==> src/msm_pkg.sv <==
/*
 * Shared constants of the multidrop scan port multiplexer.
 * Assumes one clock domain for the logic; all pins arrive unsynchronised.
 */
package msm_pkg;

   // =========================================================
   // Sizes
   localparam int NUM_LSP   = 6;   // Local ports 1..6 on own pins
   localparam int NUM_PORTS = 7;   // Ports 0..6, port 0 is the slave bp
   localparam int SLOT_W    = 8;
   localparam int SH_W      = 8;
   localparam int SYNC_W    = 39;

   // =========================================================
   // Selection addresses (arbitrary values)
   localparam logic [SH_W-1:0] BROADCAST_ADDR = 8'h3f;
   localparam logic [SH_W-1:0] MCAST_BASE     = 8'h38;
   localparam int              MCAST_LSB      = 6;

   // =========================================================
   // Configuration word layout
   localparam int CFG_PORTS_LSB = 0;
   localparam int CFG_TRANSPARENT_PIN_BIT = 7;

   // =========================================================
   // Timing counts
   localparam logic [2:0] PARK_TMS_COUNT = 3'h5;
   localparam logic [1:0] BOOT_LOAD      = 2'h2;

   typedef enum logic [1:0] {
      ST_ADDR,
      ST_CONFIG,
      ST_OPER
   } msm_state_e;

endpackage

==> src/msm_scan_mux.sv <==
/*
 * Multidrop addressable scan port multiplexer: selection protocol,
 * local port network, pass-through bits and output enables.
 * Assumes the backplane test clock is far slower than i_clk.
 */
// Notes on behaviour
// - Notify output high while its data output floats
// - Backplane pass-in goes to single selected port
// - Backplane pass-out comes from single selected port
// - Output enable high floats all local outputs except the pass-through outputs
// - Local clocks copy backplane test clock
// - Local resets gate the backplane reset
// - Local pass-in only ports 0,1, single selection
// - Local pass-out only ports 0,1, single selection
// - Eight slot pins form the device address
// - Level one selects by address, group, broadcast
// - Level two chooses local ports for chain
// - Scan data passes only after both levels
// - Pin mode skips protocol, ports from pins
// - Transparent mode drops pad and own registers
// - Local port can drive lower tier device
// - Master select low makes port zero master
// - Transparent pin loaded into enable bit
// - Pin mode ports come from select pins
`timescale 1ns/10ps
module msm_scan_mux (
   // Clock and reset
   input  wire logic       i_clk,
   input  wire logic       i_arst_n,
   // Backplane ports B0/B1
   input  wire logic [1:0] i_bp_tck,
   input  wire logic [1:0] i_bp_tms,
   input  wire logic [1:0] i_bp_trst_n,
   input  wire logic [1:0] i_bp_tdi,
   input  wire logic [1:0] i_bp_passthru_in_bit0,
   input  wire logic [1:0] i_bp_passthru_in_bit1,
   output logic      [1:0] o_bp_tck,
   output logic      [1:0] o_bp_tck_oe,
   output logic      [1:0] o_bp_tms,
   output logic      [1:0] o_bp_tms_oe,
   output logic      [1:0] o_bp_trst_n,
   output logic      [1:0] o_bp_trst_n_oe,
   output logic      [1:0] o_bp_tdo,
   output logic      [1:0] o_bp_tdo_oe,
   output logic      [1:0] o_bp_tristate_notify,
   output logic      [1:0] o_bp_passthru_out_bit0,
   output logic      [1:0] o_bp_passthru_out_bit1,
   // Local scan ports 1..6
   input  wire logic [5:0] i_lsp_tdi,
   input  wire logic       i_lsp1_passthru_in_bit0,
   input  wire logic       i_lsp1_passthru_in_bit1,
   output logic      [5:0] o_lsp_tck,
   output logic      [5:0] o_lsp_tms,
   output logic      [5:0] o_lsp_trst_n,
   output logic      [5:0] o_lsp_oe,
   output logic      [5:0] o_lsp_tdo,
   output logic      [5:0] o_lsp_tdo_oe,
   output logic      [2:0] o_lsp_tristate_notify,
   output logic            o_lsp1_passthru_out_bit0,
   output logic            o_lsp1_passthru_out_bit1,
   // Configuration pins
   input  wire logic [7:0] i_slot_id,
   input  wire logic       i_local_oe_n,
   input  wire logic       i_master_port_select,
   input  wire logic       i_mode_select_pin,
   input  wire logic [6:0] i_port_select_pins,
   input  wire logic       i_transparent_pin
);

   // =========================================================
   // Input synchronisation
   logic [msm_pkg::SYNC_W-1:0] syn;
   logic [1:0] s_tck, s_tms, s_trst_n, s_tdi, s_a0, s_a1;
   logic [5:0] s_lsp_tdi;
   logic       s_l1_a0, s_l1_a1, s_oe_n, s_mps, s_mode, s_transparent_pin;
   logic [7:0] s_slot;
   logic [6:0] s_port_sel;

   msm_sync #(.W(msm_pkg::SYNC_W)) u_sync (
      .i_clk    (i_clk),
      .i_arst_n (i_arst_n),
      .i_d      ({i_bp_tck, i_bp_tms, i_bp_trst_n, i_bp_tdi,
                  i_bp_passthru_in_bit0, i_bp_passthru_in_bit1,
                  i_lsp_tdi, i_lsp1_passthru_in_bit0,
                  i_lsp1_passthru_in_bit1, i_slot_id, i_local_oe_n,
                  i_master_port_select, i_mode_select_pin,
                  i_port_select_pins, i_transparent_pin}),
      .o_q      (syn)
   );

   assign {s_tck, s_tms, s_trst_n, s_tdi, s_a0, s_a1, s_lsp_tdi,
           s_l1_a0, s_l1_a1, s_slot, s_oe_n, s_mps, s_mode,
           s_port_sel, s_transparent_pin} = syn;

   // =========================================================
   // Address match for level one selection
   function automatic logic addr_match(input logic [7:0] a,
                                       input logic [7:0] slot);
      logic [7:0] grp;
      grp = msm_pkg::MCAST_BASE
            | {6'h00, slot[msm_pkg::MCAST_LSB +: 2]};
      addr_match = (a == slot) || (a == msm_pkg::BROADCAST_ADDR)
                   || (a == grp);
   endfunction

   // =========================================================
   // Master port choice
   logic m, o;
   logic bp_tck, bp_tms, bp_trst_n, bp_tdi;
   logic [6:0] port_tdi;

   assign m         = s_mps;
   assign o         = ~s_mps;
   assign bp_tck    = s_tck[m];
   assign bp_tms    = s_tms[m];
   assign bp_trst_n = s_trst_n[m];
   assign bp_tdi    = s_tdi[m];
   assign port_tdi  = {s_lsp_tdi, s_tdi[o]};

   // =========================================================
   // Protocol state
   msm_pkg::msm_state_e state, next_state;
   logic [7:0] sh, next_sh;
   logic       shifting, next_shifting;
   logic [2:0] tms_cnt, next_tms_cnt;
   logic [6:0] sel_ports, next_sel_ports;
   logic       transparent_pin_bit, next_transparent_pin_bit;
   logic [1:0] boot_cnt, next_boot_cnt;
   logic       pad, next_pad;
   logic       tck_q;
   logic       tck_rise, upd, connected, transparent;
   logic [6:0] active_ports, port_tdo;
   logic       chain_ret;

   assign tck_rise    = bp_tck & ~tck_q;
   assign upd         = tck_rise & bp_tms & shifting;
   assign connected   = s_mode | (state == msm_pkg::ST_OPER);
   assign active_ports = !connected ? 7'h00 :
                         s_mode ? s_port_sel : sel_ports;
   assign transparent = transparent_pin_bit & connected;

   // Serial chaining, lowest index nearest backplane input
   always_comb begin
      logic d;
      d        = bp_tdi;
      port_tdo = 7'h00;
      for (int i = 0; i < msm_pkg::NUM_PORTS; i++) begin
         if (active_ports[i]) begin
            port_tdo[i] = d;
            d           = port_tdi[i];
         end
      end
      chain_ret = d;
   end

   always_comb begin
      next_state     = state;
      next_sh        = sh;
      next_shifting  = shifting;
      next_tms_cnt   = tms_cnt;
      next_sel_ports = sel_ports;
      next_transparent_pin_bit = transparent_pin_bit;
      next_pad       = pad;
      next_boot_cnt  = (boot_cnt == 2'h3) ? boot_cnt : boot_cnt + 2'h1;
      if (boot_cnt == msm_pkg::BOOT_LOAD) begin
         next_transparent_pin_bit = s_transparent_pin;
      end
      if (tck_rise) begin
         next_pad = chain_ret;
         if (bp_tms) begin
            next_shifting = 1'b0;
            if (tms_cnt != msm_pkg::PARK_TMS_COUNT) begin
               next_tms_cnt = tms_cnt + 3'h1;
            end
            if (shifting) begin
               case (state)
                  msm_pkg::ST_ADDR: begin
                     if (addr_match(sh, s_slot)) begin
                        next_state = msm_pkg::ST_CONFIG;
                     end
                  end
                  msm_pkg::ST_CONFIG: begin
                     next_sel_ports = sh[msm_pkg::CFG_PORTS_LSB +: 7];
                     next_transparent_pin_bit = sh[msm_pkg::CFG_TRANSPARENT_PIN_BIT];
                     next_state     = msm_pkg::ST_OPER;
                  end
                  msm_pkg::ST_OPER: begin
                  end
                  default: next_state = msm_pkg::ST_ADDR;
               endcase
            end
         end else begin
            next_tms_cnt  = 3'h0;
            next_shifting = 1'b1;
            next_sh       = {bp_tdi, sh[7:1]};
         end
      end
      if (!bp_trst_n || (!s_mode && tms_cnt == msm_pkg::PARK_TMS_COUNT
                         && state != msm_pkg::ST_ADDR)) begin
         next_state     = msm_pkg::ST_ADDR;
         next_sel_ports = 7'h00;
      end
   end

   always_ff @(posedge i_clk or negedge i_arst_n) begin
      if (!i_arst_n) begin
         state     <= msm_pkg::ST_ADDR;
         sh        <= 8'h00;
         shifting  <= 1'b0;
         tms_cnt   <= 3'h0;
         sel_ports <= 7'h00;
         transparent_pin_bit <= 1'b0;
         boot_cnt  <= 2'h0;
         pad       <= 1'b0;
         tck_q     <= 1'b0;
      end else begin
         state     <= next_state;
         sh        <= next_sh;
         shifting  <= next_shifting;
         tms_cnt   <= next_tms_cnt;
         sel_ports <= next_sel_ports;
         transparent_pin_bit <= next_transparent_pin_bit;
         boot_cnt  <= next_boot_cnt;
         pad       <= next_pad;
         tck_q     <= bp_tck;
      end
   end

   // =========================================================
   // Output values
   logic [1:0] nx_bp_tck, nx_bp_tck_oe, nx_bp_tms, nx_bp_tms_oe;
   logic [1:0] nx_bp_trst, nx_bp_trst_oe, nx_bp_tdo, nx_bp_tdo_oe;
   logic [1:0] nx_bp_y0, nx_bp_y1;
   logic [5:0] nx_tms, nx_trst, nx_oe, nx_tdo_oe;
   logic       nx_l1_y0, nx_l1_y1, lsp_en, single, trst_gate;

   always_comb begin
      lsp_en    = ~s_oe_n;
      single    = $onehot(active_ports);
      trst_gate = connected ? bp_trst_n : 1'b1;
      nx_oe     = {6{lsp_en}};
      nx_tms    = active_ports[6:1] & {6{bp_tms}};
      nx_trst   = {6{trst_gate}};
      nx_tdo_oe = active_ports[6:1] & {6{lsp_en}};
      // Slave backplane port acts as local port 0
      nx_bp_tck     = {2{bp_tck}};
      nx_bp_tms     = {2{active_ports[0] & bp_tms}};
      nx_bp_trst    = {2{trst_gate}};
      nx_bp_tck_oe  = 2'h0;
      nx_bp_tms_oe  = 2'h0;
      nx_bp_trst_oe = 2'h0;
      nx_bp_tck_oe[o]  = lsp_en;
      nx_bp_tms_oe[o]  = lsp_en;
      nx_bp_trst_oe[o] = lsp_en;
      nx_bp_tdo        = 2'h0;
      nx_bp_tdo_oe     = 2'h0;
      nx_bp_tdo[o]     = port_tdo[0];
      nx_bp_tdo_oe[o]  = lsp_en & active_ports[0];
      nx_bp_tdo[m]     = !connected ? sh[0] :
                         transparent ? chain_ret : pad;
      nx_bp_tdo_oe[m]  = connected | (state != msm_pkg::ST_ADDR);
      // Pass-through bits, single selection only
      nx_bp_y0 = 2'h0;
      nx_bp_y1 = 2'h0;
      nx_l1_y0 = 1'b0;
      nx_l1_y1 = 1'b0;
      if (single && active_ports[0]) begin
         nx_bp_y0[m] = s_a0[o];
         nx_bp_y1[m] = s_a1[o];
         nx_bp_y0[o] = s_a0[m];
         nx_bp_y1[o] = s_a1[m];
      end else if (single && active_ports[1]) begin
         nx_bp_y0[m] = s_l1_a0;
         nx_bp_y1[m] = s_l1_a1;
         nx_l1_y0    = s_a0[m];
         nx_l1_y1    = s_a1[m];
      end
   end

   always_ff @(posedge i_clk or negedge i_arst_n) begin
      if (!i_arst_n) begin
         o_bp_tck                 <= 2'h0;
         o_bp_tck_oe              <= 2'h0;
         o_bp_tms                 <= 2'h0;
         o_bp_tms_oe              <= 2'h0;
         o_bp_trst_n              <= 2'h0;
         o_bp_trst_n_oe           <= 2'h0;
         o_bp_tdo                 <= 2'h0;
         o_bp_tdo_oe              <= 2'h0;
         o_bp_tristate_notify     <= 2'h3;
         o_bp_passthru_out_bit0   <= 2'h0;
         o_bp_passthru_out_bit1   <= 2'h0;
         o_lsp_tck                <= 6'h00;
         o_lsp_tms                <= 6'h00;
         o_lsp_trst_n             <= 6'h00;
         o_lsp_oe                 <= 6'h00;
         o_lsp_tdo                <= 6'h00;
         o_lsp_tdo_oe             <= 6'h00;
         o_lsp_tristate_notify    <= 3'h7;
         o_lsp1_passthru_out_bit0 <= 1'b0;
         o_lsp1_passthru_out_bit1 <= 1'b0;
      end else begin
         o_bp_tck                 <= nx_bp_tck;
         o_bp_tck_oe              <= nx_bp_tck_oe;
         o_bp_tms                 <= nx_bp_tms;
         o_bp_tms_oe              <= nx_bp_tms_oe;
         o_bp_trst_n              <= nx_bp_trst;
         o_bp_trst_n_oe           <= nx_bp_trst_oe;
         o_bp_tdo                 <= nx_bp_tdo;
         o_bp_tdo_oe              <= nx_bp_tdo_oe;
         o_bp_tristate_notify     <= ~nx_bp_tdo_oe;
         o_bp_passthru_out_bit0   <= nx_bp_y0;
         o_bp_passthru_out_bit1   <= nx_bp_y1;
         o_lsp_tck                <= {6{bp_tck}};
         o_lsp_tms                <= nx_tms;
         o_lsp_trst_n             <= nx_trst;
         o_lsp_oe                 <= nx_oe;
         o_lsp_tdo                <= port_tdo[6:1];
         o_lsp_tdo_oe             <= nx_tdo_oe;
         o_lsp_tristate_notify    <= ~nx_tdo_oe[2:0];
         o_lsp1_passthru_out_bit0 <= nx_l1_y0;
         o_lsp1_passthru_out_bit1 <= nx_l1_y1;
      end
   end
endmodule

==> src/msm_sync.sv <==
/*
 * Two-stage synchroniser for a group of unrelated level inputs.
 * Assumes each bit is stable long enough to be seen by i_clk.
 */
`timescale 1ns/10ps
module msm_sync #(
   parameter int W = 1
) (
   // Clock and reset
   input  wire logic         i_clk,
   input  wire logic         i_arst_n,
   // Data
   input  wire logic [W-1:0] i_d,
   output logic      [W-1:0] o_q
);

   logic [W-1:0] meta;

   always_ff @(posedge i_clk or negedge i_arst_n) begin
      if (!i_arst_n) begin
         meta <= '0;
         o_q  <= '0;
      end else begin
         meta <= i_d;
         o_q  <= meta;
      end
   end

endmodule

==> config.mk <==
export PLATFORM = sky130hd
export DESIGN_NAME = msm_scan_mux
export DESIGN_NICKNAME = d
export VERILOG_FILES = /design/src/msm_pkg.sv /design/src/msm_scan_mux.sv /design/src/msm_sync.sv
export SDC_FILE = /design/constraint.sdc
export NUM_CORES = 1
export LEC_CHECK = 0
export ABC_AREA = 1
export BUFFER_PORTS_ARGS = -buffer_cell sky130_fd_sc_hd__buf_4
export CAP_MARGIN = 25
export CORE_MARGIN = 8
export CORE_UTILIZATION = 30
export CTS_CLUSTER_SIZE = 16
export DETAILED_ROUTE_END_ITERATION = 12
export PLACE_DENSITY = 0.52
export SLEW_MARGIN = 5
export SYNTH_ARGS = -nofsm -noshare
export SYNTH_HDL_FRONTEND = slang
export SYNTH_HIERARCHICAL = 1
export SYNTH_SLANG_ARGS = --single-unit
==> constraint.sdc <==
create_clock -name i_clk -period 4.2 [get_ports i_clk]
set_input_delay 0.42 -clock i_clk [delete_from_list [all_inputs] [get_ports i_clk]]
set_output_delay 0.42 -clock i_clk [all_outputs]
set_load 0.1 [all_outputs]
==> results of run 1 <==
[cell families (layout without fill, tap and decap cells)]
family | count (synthesis) | in the layout | share of synthesized area, %
and+or+nand+nor | 150 | 150 | 13.7
DFF | 142 | 142 | 70.0
buffers and inverters | 67 | 176 | 7.33
AOI/OAI and AO/OA | 43 | 43 | 4.80
adders and majority gates | 8 | 8 | 2.56
muxes | 2 | 2 | 0.467
xor gates and xnor gates | 7 | 7 | 1.21
[how the worst min path moves through the flow]
| stage | start | to | slack [ns] | depth (start not counted) |
|---|---|---|---|---|
| 2_1_floorplan | i_arst_n | boot_cnt[0]$_DFFE_PN0P_ | 0.12 | 0 |
| 3_3_place_gp | u_sync/meta[35]$_DFF_PN0_ | u_sync/o_q[35]$_DFF_PN0_ | 0.33 | 0 |
| 3_5_place_dp | u_sync/meta[16]$_DFF_PN0_ | u_sync/o_q[16]$_DFF_PN0_ | 0.34 | 0 |
| 4_1_cts | i_lsp1_passthru_in_bit0 | u_sync/meta[20]$_DFF_PN0_ | 0.09 | 1 |
| 5_1_grt | i_bp_trst_n[0] | u_sync/meta[33]$_DFF_PN0_ | 0.08 | 1 |
| 6_report | i_port_select_pins[6] | u_sync/meta[7]$_DFF_PN0_ | 0.10 | 1 |
[stage by stage]
step | power [W] | instances
2_1_floorplan | 0.00222 | 419
3_3_place_gp | 0.00241 | 714
3_5_place_dp | 0.00243 | 714
4_1_cts | 0.00403 | 746
5_1_grt | 0.00416 | 748
6_report | 0.00399 | 748
[synth_stat cells]
library cell / instances / area (um^2)
dfrtp_1: 137 / 3430
nand2_1: 73 / 274
nor2_1: 30 / 113
buf_4: 26 / 195
inv_1: 25 / 93.8
o21ai_1: 23 / 115
nand3_1: 21 / 105
inv_2: 11 / 41.3
o21ai_0: 8 / 40.0
nand3_2: 7 / 70.1
a21oi_1: 6 / 30.0
xnor2_1: 6 / 52.6
dfstp_2: 5 / 131
fa_1: 4 / 80.1
ha_1: 4 / 50.1
nand2_2: 4 / 25.0
nand4_1: 3 / 18.8
or2_1: 3 / 18.8
or2_2: 3 / 18.8
buf_6: 2 / 22.5
nand2_4: 2 / 22.5
nor3_1: 2 / 10.0
o21ai_2: 2 / 17.5
a31oi_1: 1 / 6.26
a31oi_4: 1 / 21.3
buf_2: 1 / 5.00
clkbuf_1: 1 / 3.75
inv_8: 1 / 11.3
mux2i_1: 1 / 10.0
mux2i_2: 1 / 13.8
nor2_4: 1 / 11.3
o211ai_1: 1 / 7.51
o22ai_1: 1 / 6.26
or2_4: 1 / 8.76
xor2_1: 1 / 8.76
[sequential cells by signal (all words and copies together), names as in the netlist, 2 cells and up]
name and cells:
o_bp_tdo_oe 2, o_bp_passthru_out_bit1 2, o_lsp_tms 6, u_sync/meta 39, o_bp_passthru_out_bit0 2, boot_cnt 2
sh 8, state 2, o_bp_tristate_notify 2, sel_ports 7, u_sync/o_q 39, o_lsp_tdo_oe 6
o_bp_tdo 2, o_lsp_tdo 6, o_bp_trst_n_oe 2, o_lsp_tristate_notify 3, tms_cnt 3
[cell type report]
type                    count  area [um^2]
fillers                  1592         9980
flip-flops and latches    142         3560
multi-input cells         210         1150
well taps                 220          275
inverters                  37          146
clock inverters            13          184
repair buffers            107          830
clock buffers              19          453
[worst register-to-register path: cells and delay by family (launching register included)]
family	cells	cell delay (ns)
compound gates	1	0.15
fa+ha+maj	4	1.75
buf+inv	6	0.56
flops	1	0.57
simple gates	6	0.66
[power by group through the flow]
| stage | Clock [W] | Combinational, W | Sequential, W |
|---|---|---|---|
| floorplan | 0 | 0.000418 | 0.00180 |
| global placement | 0 | 0.000820 | 0.00159 |
| detailed placement | 0 | 0.000829 | 0.00160 |
| CTS | 0.00163 | 0.000831 | 0.00157 |
| global route | 0.00169 | 0.000887 | 0.00159 |
| finish | 0.00159 | 0.000826 | 0.00157 |
[metal layers]
metal  track usage [%]  vias to the layer above
met4              5.26                        0
met1              13.1                     1527
met3              3.24                        8
met2              16.4                       83
li1                  -                     1496
met5                 0                        -
==> flow_summary.toml, run 1 <==
[run_status]
status = "completed"

[floorplanning]
die_area_mm2 = 0.0214
start_util_pct = 30.7
die_h_um = 146
die_x_um = 146
rows = 47
placeableCoreArea_mm2 = 0.0166
io-pin-count = 104

[placement]
placed_area_mm2 = 0.00593
routabilityCongestion = 0.827
dp_slack_ns = 0.469
io_buffers = 103
hpwl_um = 7880

[yosys]
syn-mean-instance-area_um2 = 12.1
yosysSeqAreaShare_pct = 70.0
synthesis.area_mm2 = 0.00509
syn-num-nets = 468
yosys_warnings = 6
ys_seq_elements = 142
ys_types = 35
synthesis.instances = 419

[critical_path]
cpPeakStageDelay_ns = 0.57
worstSetupPathType = "reg -> reg"
crit_top_cell = "fa_1"
critPathTopFamily = "adder cells"
worstPathArrival_ns = 4.10
startpoint = "u_sync/o_q[8]$_DFF_PN0_"
cp_max_fo = 9
regToRegEndpoint = "o_bp_passthru_out_bit1[0]$_DFF_PN0_"
critical_path.slowest_cell = "dfrtp_1"
end_kind = "flip-flop"
cp.buffers_inverters = 6
r2r_slack_ns = 0.43
required_ns = 4.53
path_cells = "inv_8 > nand2_1 > nand2_1 > nand2_2 > inv_2 > fa_1 > inv_1 > fa_1 > fa_1 > inv_1 > fa_1 > nor3_1 > buf_4 > nand3_1 > inv_1 > nand2_1 > o21ai_1"
crit_path_start_kind = "flip-flop"
r2r_cells = 17
crit_path_end = "o_bp_passthru_out_bit1[0]$_DFF_PN0_"
r2r_start = "u_sync/o_q[8]$_DFF_PN0_"
cp.depth = 17

[timing]
max_freq_mhz = 265
fin_crit_sh_pct = 89.9
setup_tns_ns = 0
hold_ws_ns = 0.103
tightestPinTransition_ns = 0.534
fin_crit_ns = 3.77
slew_viol_final = 0
rsz0062_at_grt = "no"
maxSlewHeadroom_pct = 64.4
fin_ws_ns = 0.426
report.final.hold_viol_count = 0
setup_viol = 0
skew_ns = 0.0175

[power]
ir_drop_uv = 327
p_leak_nw = 3.20
clkPwrFrac_pct = 39.8
p_int_w = 0.00271
seqPwrFrac_pct = 39.5
p_sw_w = 0.00127
combinationalPowerShare_pct = 20.7
p_per_area_mw_per_mm2 = 604
sw_frac_of_total_pct = 31.9

[global_route]
grt_pass1_vias = 3328
grt_usage_pct = 10.5
grt.overflow.total = 0
grt_max_degree = 110
grt_pass1_wl_um = 17600
grt_antenna_before_repair = 0

[drt]
vias = 3114
dr.max_layer_used = "met4"
antenna_left = 0
viasPerCell = 4.16
drt-initial-drc-count = 195
drtPass1Iterations = 4
totalWireLength_um = 10600
routedLengthMet1_um = 4800
drc = 0
met2_length_um = 5210
routed-wl-met3_um = 530
wl_per_cell_um = 14.2

[cells_and_area]
drive_gt1_share_pct = 33.5
area_growth_pct = 29.8
mostFrequentLayoutCells = "dfrtp_1, buf_4, nand2_1, nor2_1, inv_1"
fin_util_pct = 39.8
antenna_cells = 0
final_common_cell = "dfrtp_1"
design_area_mm2 = 0.00660
nNetsFinal = 564

[clocking]
cts.clk_slew.worst_paths_ns = 0.06
cts_tree = "yes"
clk_latency_ns = 0.42
cts_buffer_depth = 2
cts_hold_buf = 0
cts_root_buf = "clkbuf_16"
cts_setup_buffers = 0
htree_levels = 4
cts_resized = 0
cts_made_buffers = 17
cts.sink_count = 142

[flow_run]
drv_cap = 0

[min_path]
hold_path_class = "in -> reg"
No activity file was read; power rests on OpenSTA's default activity.
==> run 2: changes to the inputs <==
--- a/config.mk
+++ b/config.mk
@@ -10,9 +10,11 @@
 export CAP_MARGIN = 25
 export CORE_MARGIN = 8
 export CORE_UTILIZATION = 30
+export CTS_CLUSTER_DIAMETER = 60
 export CTS_CLUSTER_SIZE = 16
 export DETAILED_ROUTE_END_ITERATION = 12
 export PLACE_DENSITY = 0.52
+export REMOVE_ABC_BUFFERS = 1
 export SLEW_MARGIN = 5
 export SYNTH_ARGS = -nofsm -noshare
 export SYNTH_HDL_FRONTEND = slang
==> flow_summary.toml, run 2 (synthesized netlist as in run 1, its figures left out) <==
[timing]
slew_viol_final = 0
rsz0062_at_grt = "no"
fin_crit_ns = 3.71
skew_ns = 0.0114
report.final.hold_viol_count = 0
max_freq_mhz = 269
fin_crit_sh_pct = 88.4
tightestPinTransition_ns = 0.550
maxSlewHeadroom_pct = 63.4
setup_viol = 0

[critical_path]
cpPeakStageDelay_ns = 0.57
crit_path_start_kind = "flip-flop"
crit_top_cell = "fa_1"
critical_path.slowest_cell = "dfrtp_1"
required_ns = 4.54
worstSetupPathType = "reg -> reg"
cp_max_fo = 9
path_cells = "inv_8 > nand2_1 > nand2_1 > nand2_2 > inv_2 > fa_1 > inv_1 > fa_1 > fa_1 > inv_1 > fa_1 > nor3_1 > buf_4 > nand3_1 > inv_1 > nand2_1 > o21ai_1"
worstPathArrival_ns = 4.05
end_kind = "flip-flop"

[cells_and_area]
multi_input_area_mm2 = 0.00115
antenna_cells = 0
final_common_cell = "dfrtp_1"
fin_util_pct = 39.5
seqCellArea_mm2 = 0.00356
area_growth_pct = 28.8
nNetsFinal = 564
n_fill_cell = 1625
reg_top3 = "u_sync/meta (39), u_sync/o_q (39), sh (8)"
mostFrequentLayoutCells = "dfrtp_1, buf_4, nand2_1, nor2_1, inv_1"
instances_no_fill = 748
drive_gt1_share_pct = 33.3

[power]
ir_drop_uv = 293
p_leak_nw = 3.16
p_per_area_mw_per_mm2 = 588

[clocking]
cts_root_buf = "clkbuf_16"
cts.clk_slew.worst_paths_ns = 0.06
cts_setup_buffers = 0
cts_made_buffers = 17
cts_buffer_depth = 2
clk_latency_ns = 0.42
cts_tree = "yes"
cts.sink_count = 142
htree_levels = 4

[drt]
viasPerCell = 4.15
drc = 0
drtPass1Iterations = 4
vias = 3106
totalWireLength_um = 10500
dr.max_layer_used = "met4"
antenna_left = 0
drt-initial-drc-count = 143
met2_length_um = 4890
routedLengthMet1_um = 4800
wl_per_cell_um = 14.0
routed-wl-met3_um = 643

[global_route]
grt_antenna_before_repair = 0
grt_max_degree = 120
grt_usage_pct = 10.5
grt_pass1_wl_um = 17500
grt_pass1_vias = 3315
grt.overflow.total = 0

[placement]
routabilityCongestion = 0.793
hpwl_um = 7690
numPlacedInstances = 714
io_buffers = 103

[floorplanning]
die_h_um = 146
die_area_mm2 = 0.0214
die_x_um = 146
placeableCoreArea_mm2 = 0.0166
start_util_pct = 30.7
io-pin-count = 104
rows = 47

[run_status]
status = "completed"

[flow_run]
drv_cap = 0

[min_path]
hold_path_class = "in -> reg"
-- run 2: cell types whose count changed in the layout (fill, tap and decap cells not counted), sizes merged --
| cell | delta |
|---|---|
| inv | -1 |
| clkinvlp | +3 |
| bufinv | -2 |
-- run 2: routing by layer --
metal  GRT usage [%]  up-vias
met3            4.64       12
met2            15.7       88
met1            12.8     1505
met4            5.00        0
li1                -     1501
met5               0        -
-- run 2: worst max-delay path, delay by kind of cell (launching register included) --
kind	cells	cell delay (ns)
flops	1	0.57
simple gates	6	0.65
fa+ha+maj	4	1.72
compound gates	1	0.13
buf+inv	6	0.55
-- run 2: final timing paths --
kind,slack (ns),endpoint,cells after the start,startpoint
max,0.49,o_bp_passthru_out_bit1[1]$_DFF_PN0_,17,u_sync/o_q[8]$_DFF_PN0_
min,0.1,u_sync/meta[17]$_DFF_PN0_,1,i_slot_id[6]
max reg2reg,0.49,o_bp_passthru_out_bit1[1]$_DFF_PN0_,17,u_sync/o_q[8]$_DFF_PN0_
min reg2reg,0.35,u_sync/o_q[34]$_DFF_PN0_,0,u_sync/meta[34]$_DFF_PN0_
max in group asynchronous,3.03,u_sync/o_q[35]$_DFF_PN0_,3,i_arst_n
min in group asynchronous,0.47,o_bp_tdo_oe[1]$_DFF_PN0_,2,i_arst_n
-- run 2: what timing repair did --
| action | 4_1_cts | 5_1_grt |
|---|---|---|
| hold buffers | 0 | 1 |
| resized for setup | 0 | 0 |
| hold endpoints to repair | 0 | 38 |
-- run 2: power by group --
| part | total (W) | leakage [nW] | internal [W] | switching [W] |
|---|---|---|---|---|
| registers | 0.00157 | 1.74 | 0.00149 | 0.0000781 |
| logic | 0.000821 | 1.16 | 0.000195 | 0.000627 |
| clock network | 0.00146 | 0.268 | 0.000889 | 0.000573 |
| total | 0.00385 | 3.16 | 0.00257 | 0.00128 |
-- run 2: area by class of cell --
type,count,share of cell area [%]
Tap cell,220,4.20
Clock inverter,13,2.16
Clock buffer,19,6.76
Multi-Input combinational cell,210,17.6
Sequential cell,142,54.3
Timing Repair Buffer,107,12.7
Inverter,37,2.23
-- run 2: through the flow --
stage / area, um^2 / setup WS (ns) / setup TNS (ns) / hold WS (ns) / total power [W]
after floorplan: 4860 / -2.03 / -65.56 / 0.124 / 0.00218
final: 6550 / 0.486 / 0 / 0.0991 / 0.00385
after detailed placement: 5930 / 0.494 / 0 / 0.335 / 0.00242
after global placement: 5930 / 0.602 / 0 / 0.334 / 0.00241
after CTS: 6510 / 0.488 / 0 / 0.0828 / 0.00390
after global routing: 6550 / 0.209 / 0 / 0.0744 / 0.00403
==> run 3: changes to the inputs <==
--- a/config.mk
+++ b/config.mk
@@ -5,8 +5,7 @@
 export SDC_FILE = /design/constraint.sdc
 export NUM_CORES = 1
 export LEC_CHECK = 0
-export ABC_AREA = 1
-export BUFFER_PORTS_ARGS = -buffer_cell sky130_fd_sc_hd__buf_4
+export BUFFER_PORTS_ARGS = -buffer_cell sky130_fd_sc_hd__clkbuf_2
 export CAP_MARGIN = 25
 export CORE_MARGIN = 8
 export CORE_UTILIZATION = 30
==> flow_summary.toml, run 3 <==
[run_status]
status = "completed"

[floorplanning]
placeableCoreArea_mm2 = 0.0170
start_util_pct = 30.2
die_area_mm2 = 0.0216
die_h_um = 147
die_x_um = 147
rows = 48
io-pin-count = 104

[timing]
slew_viol_final = 0
tightestPinTransition_ns = 0.782
hold_ws_ns = 0.106
maxSlewHeadroom_pct = 47.8
fin_crit_ns = 3.90
skew_ns = 0.00579
fin_crit_sh_pct = 92.8
report.final.hold_viol_count = 0
setup_viol = 0
rsz0062_at_grt = "no"
setup_tns_ns = 0
fin_ws_ns = 0.302
max_freq_mhz = 257

[drt]
met2_length_um = 4900
viasPerCell = 4.24
vias = 3037
routed-wl-met3_um = 732
totalWireLength_um = 10500
routedLengthMet1_um = 4710
antenna_left = 0
drc = 0
dr.max_layer_used = "met4"
drtPass1Iterations = 4
wl_per_cell_um = 14.7
drt-initial-drc-count = 164

[cells_and_area]
mostFrequentLayoutCells = "dfrtp_1, clkbuf_2, nor2_1, nand2_1"
fin_util_pct = 37.6
reg_top3 = "u_sync/meta (39), u_sync/o_q (39), sh (8)"
final_common_cell = "dfrtp_1"
n_fill_cell = 1639
area_growth_pct = 24.3
drive_gt1_share_pct = 34.6
nNetsFinal = 528
antenna_cells = 0

[min_path]
hold_path_class = "in -> reg"

[critical_path]
path_cells = "nand4bb_1 > and2_1 > inv_1 > fa_1 > inv_1 > fa_1 > fa_1 > inv_1 > fa_1 > or3_1 > nor3_2 > nand2_1 > o21ai_0"
worstSetupPathType = "reg -> reg"
cp_max_fo = 7
crit_path_end = "o_bp_passthru_out_bit1[0]$_DFF_PN0_"
critical_path.slowest_cell = "or3_1"
r2r_cells = 13
r2r_slack_ns = 0.30
regToRegEndpoint = "o_bp_passthru_out_bit1[0]$_DFF_PN0_"
cp.depth = 13
crit_top_cell = "fa_1"
startpoint = "state[0]$_DFFE_PN0P_"
required_ns = 4.53
r2r_start = "state[0]$_DFFE_PN0P_"
critPathTopFamily = "adder cells"
cpPeakStageDelay_ns = 0.47
worstPathArrival_ns = 4.23
crit_path_start_kind = "flip-flop"
end_kind = "flip-flop"
cp.buffers_inverters = 3

[power]
ir_drop_uv = 392
p_per_area_mw_per_mm2 = 556
finalPower_w = 0.00355
p_leak_nw = 3.12

[yosys]
synthTopCellsByArea = "dfrtp_1, buf_4, mux2i_1, nor2_1, dfstp_2"
synth_most_common_cell = "dfrtp_1"
synthesis.area_mm2 = 0.00514
syn-mean-instance-area_um2 = 13.5
synth_top_area_share_pct = 66.7
synth_ff_type = "dfrtp_1"
async_flop_share_pct = 100
ys_top_cells_by_count = "dfrtp_1, nor2_1, buf_4"
synthesis.instances = 380
yosys.area.top_type = "dfrtp_1"
synth_edf_count = 0
yosysSeqAreaShare_pct = 69.3
yosys_warnings = 6
ys_seq_elements = 142
ys_types = 47

[flow_run]
drv_cap = 0

[global_route]
grt.overflow.total = 0
grt_pass1_vias = 3260
grt_pass1_wl_um = 17300
grt_usage_pct = 10.4
grt_max_degree = 106
grt_antenna_before_repair = 0

[clocking]
htree_levels = 4
cts.clk_slew.worst_paths_ns = 0.06
clk_latency_ns = 0.42
cts_made_buffers = 17
cts_buffer_depth = 2
cts_tree = "yes"
cts_root_buf = "clkbuf_16"
cts.sink_count = 142

[placement]
routabilityCongestion = 0.745
dp_slack_ns = 0.250
io_buffers = 103
hpwl_um = 7730
==> run 3: cell types whose count changed after synthesis, moves of 7 or more <==
| cell | change |
|---|---|
| inv_2 | -10 |
| nand2_1 | -49 |
| o21ai_1 | -22 |
| a21oi_1 | +9 |
| nand3_1 | -18 |
| inv_1 | -8 |
| mux2_2 | +9 |
| mux2i_1 | +13 |
| nand3_2 | -7 |
==> run 3: final cells by class <==
class	instances	area, um^2	area share, %
Clock buffer	19	453	7.09
Clock inverter	13	116	1.82
Inverter	18	67.6	1.06
Multi-Input combinational cell	186	1280	20.1
Sequential cell	142	3560	55.7
Tap cell	225	282	4.41
Timing Repair Buffer	114	624	9.77
==> run 3: report_power, final <==
part           switching [W]  internal, W
Sequential          0.000102      0.00148
Combinational       0.000420     0.000150
Clock               0.000559     0.000844
Total                0.00108      0.00247
==> run 3: how the worst min path moves through the flow <==
stage                                      to                      start  slack (ns)  cells past startpoint
global route        u_sync/meta[17]$_DFF_PN0_               i_slot_id[6]        0.08                      1
floorplan             boot_cnt[0]$_DFFE_PN0P_                   i_arst_n        0.12                      0
CTS                 u_sync/meta[38]$_DFF_PN0_                i_bp_tck[1]        0.08                      1
global placement     u_sync/o_q[12]$_DFF_PN0_  u_sync/meta[12]$_DFF_PN0_        0.34                      0
finish              u_sync/meta[38]$_DFF_PN0_                i_bp_tck[1]        0.11                      1
detailed placement    u_sync/o_q[5]$_DFF_PN0_   u_sync/meta[5]$_DFF_PN0_        0.34                      0
==> run 3: stage by stage <==
step	cell area, um^2	std cells
after floorplan	4910	346
after global placement	5770	682
after detailed placement	5770	682
after CTS	6340	714
after global routing	6390	717
final	6390	717
==> run 3: timing repair <==
action,4_1_cts,5_1_grt
buffers inserted,0,0
setup endpoints to repair,0,2
gates resized for setup,0,1
endpoints found under the hold margin,0,5
hold buffers,0,1
==> run 3: per-layer routing <==
layer,global-route usage (%),up-vias
met2,15.6,92
met3,4.80,17
met1,12.7,1483
met4,4.43,0
li1,-,1445
met5,0,-
==> run 3: worst reg2reg max path, cell delays in order, from the launching register on <==
cell and delay (ns):
dfrtp_1 0.43, nand4bb_1 0.25, and2_1 0.23, inv_1 0.21
fa_1 0.45, inv_1 0.08, fa_1 0.43, fa_1 0.37
inv_1 0.07, fa_1 0.39, or3_1 0.47, nor3_2 0.22
nand2_1 0.10, o21ai_0 0.14
==> run 3: cells by family (layout without fill, tap and decap cells) <==
| group | Yosys count | count (layout) | share of synthesized area (%) |
|---|---|---|---|
| xor+xnor | 10 | 10 | 1.70 |
| flops | 142 | 142 | 69.3 |
| simple gates | 93 | 93 | 8.74 |
| compound gates | 52 | 52 | 7.23 |
| buf+inv | 52 | 164 | 5.80 |
| mux | 23 | 23 | 4.70 |
| fa+ha+maj | 8 | 8 | 2.53 |
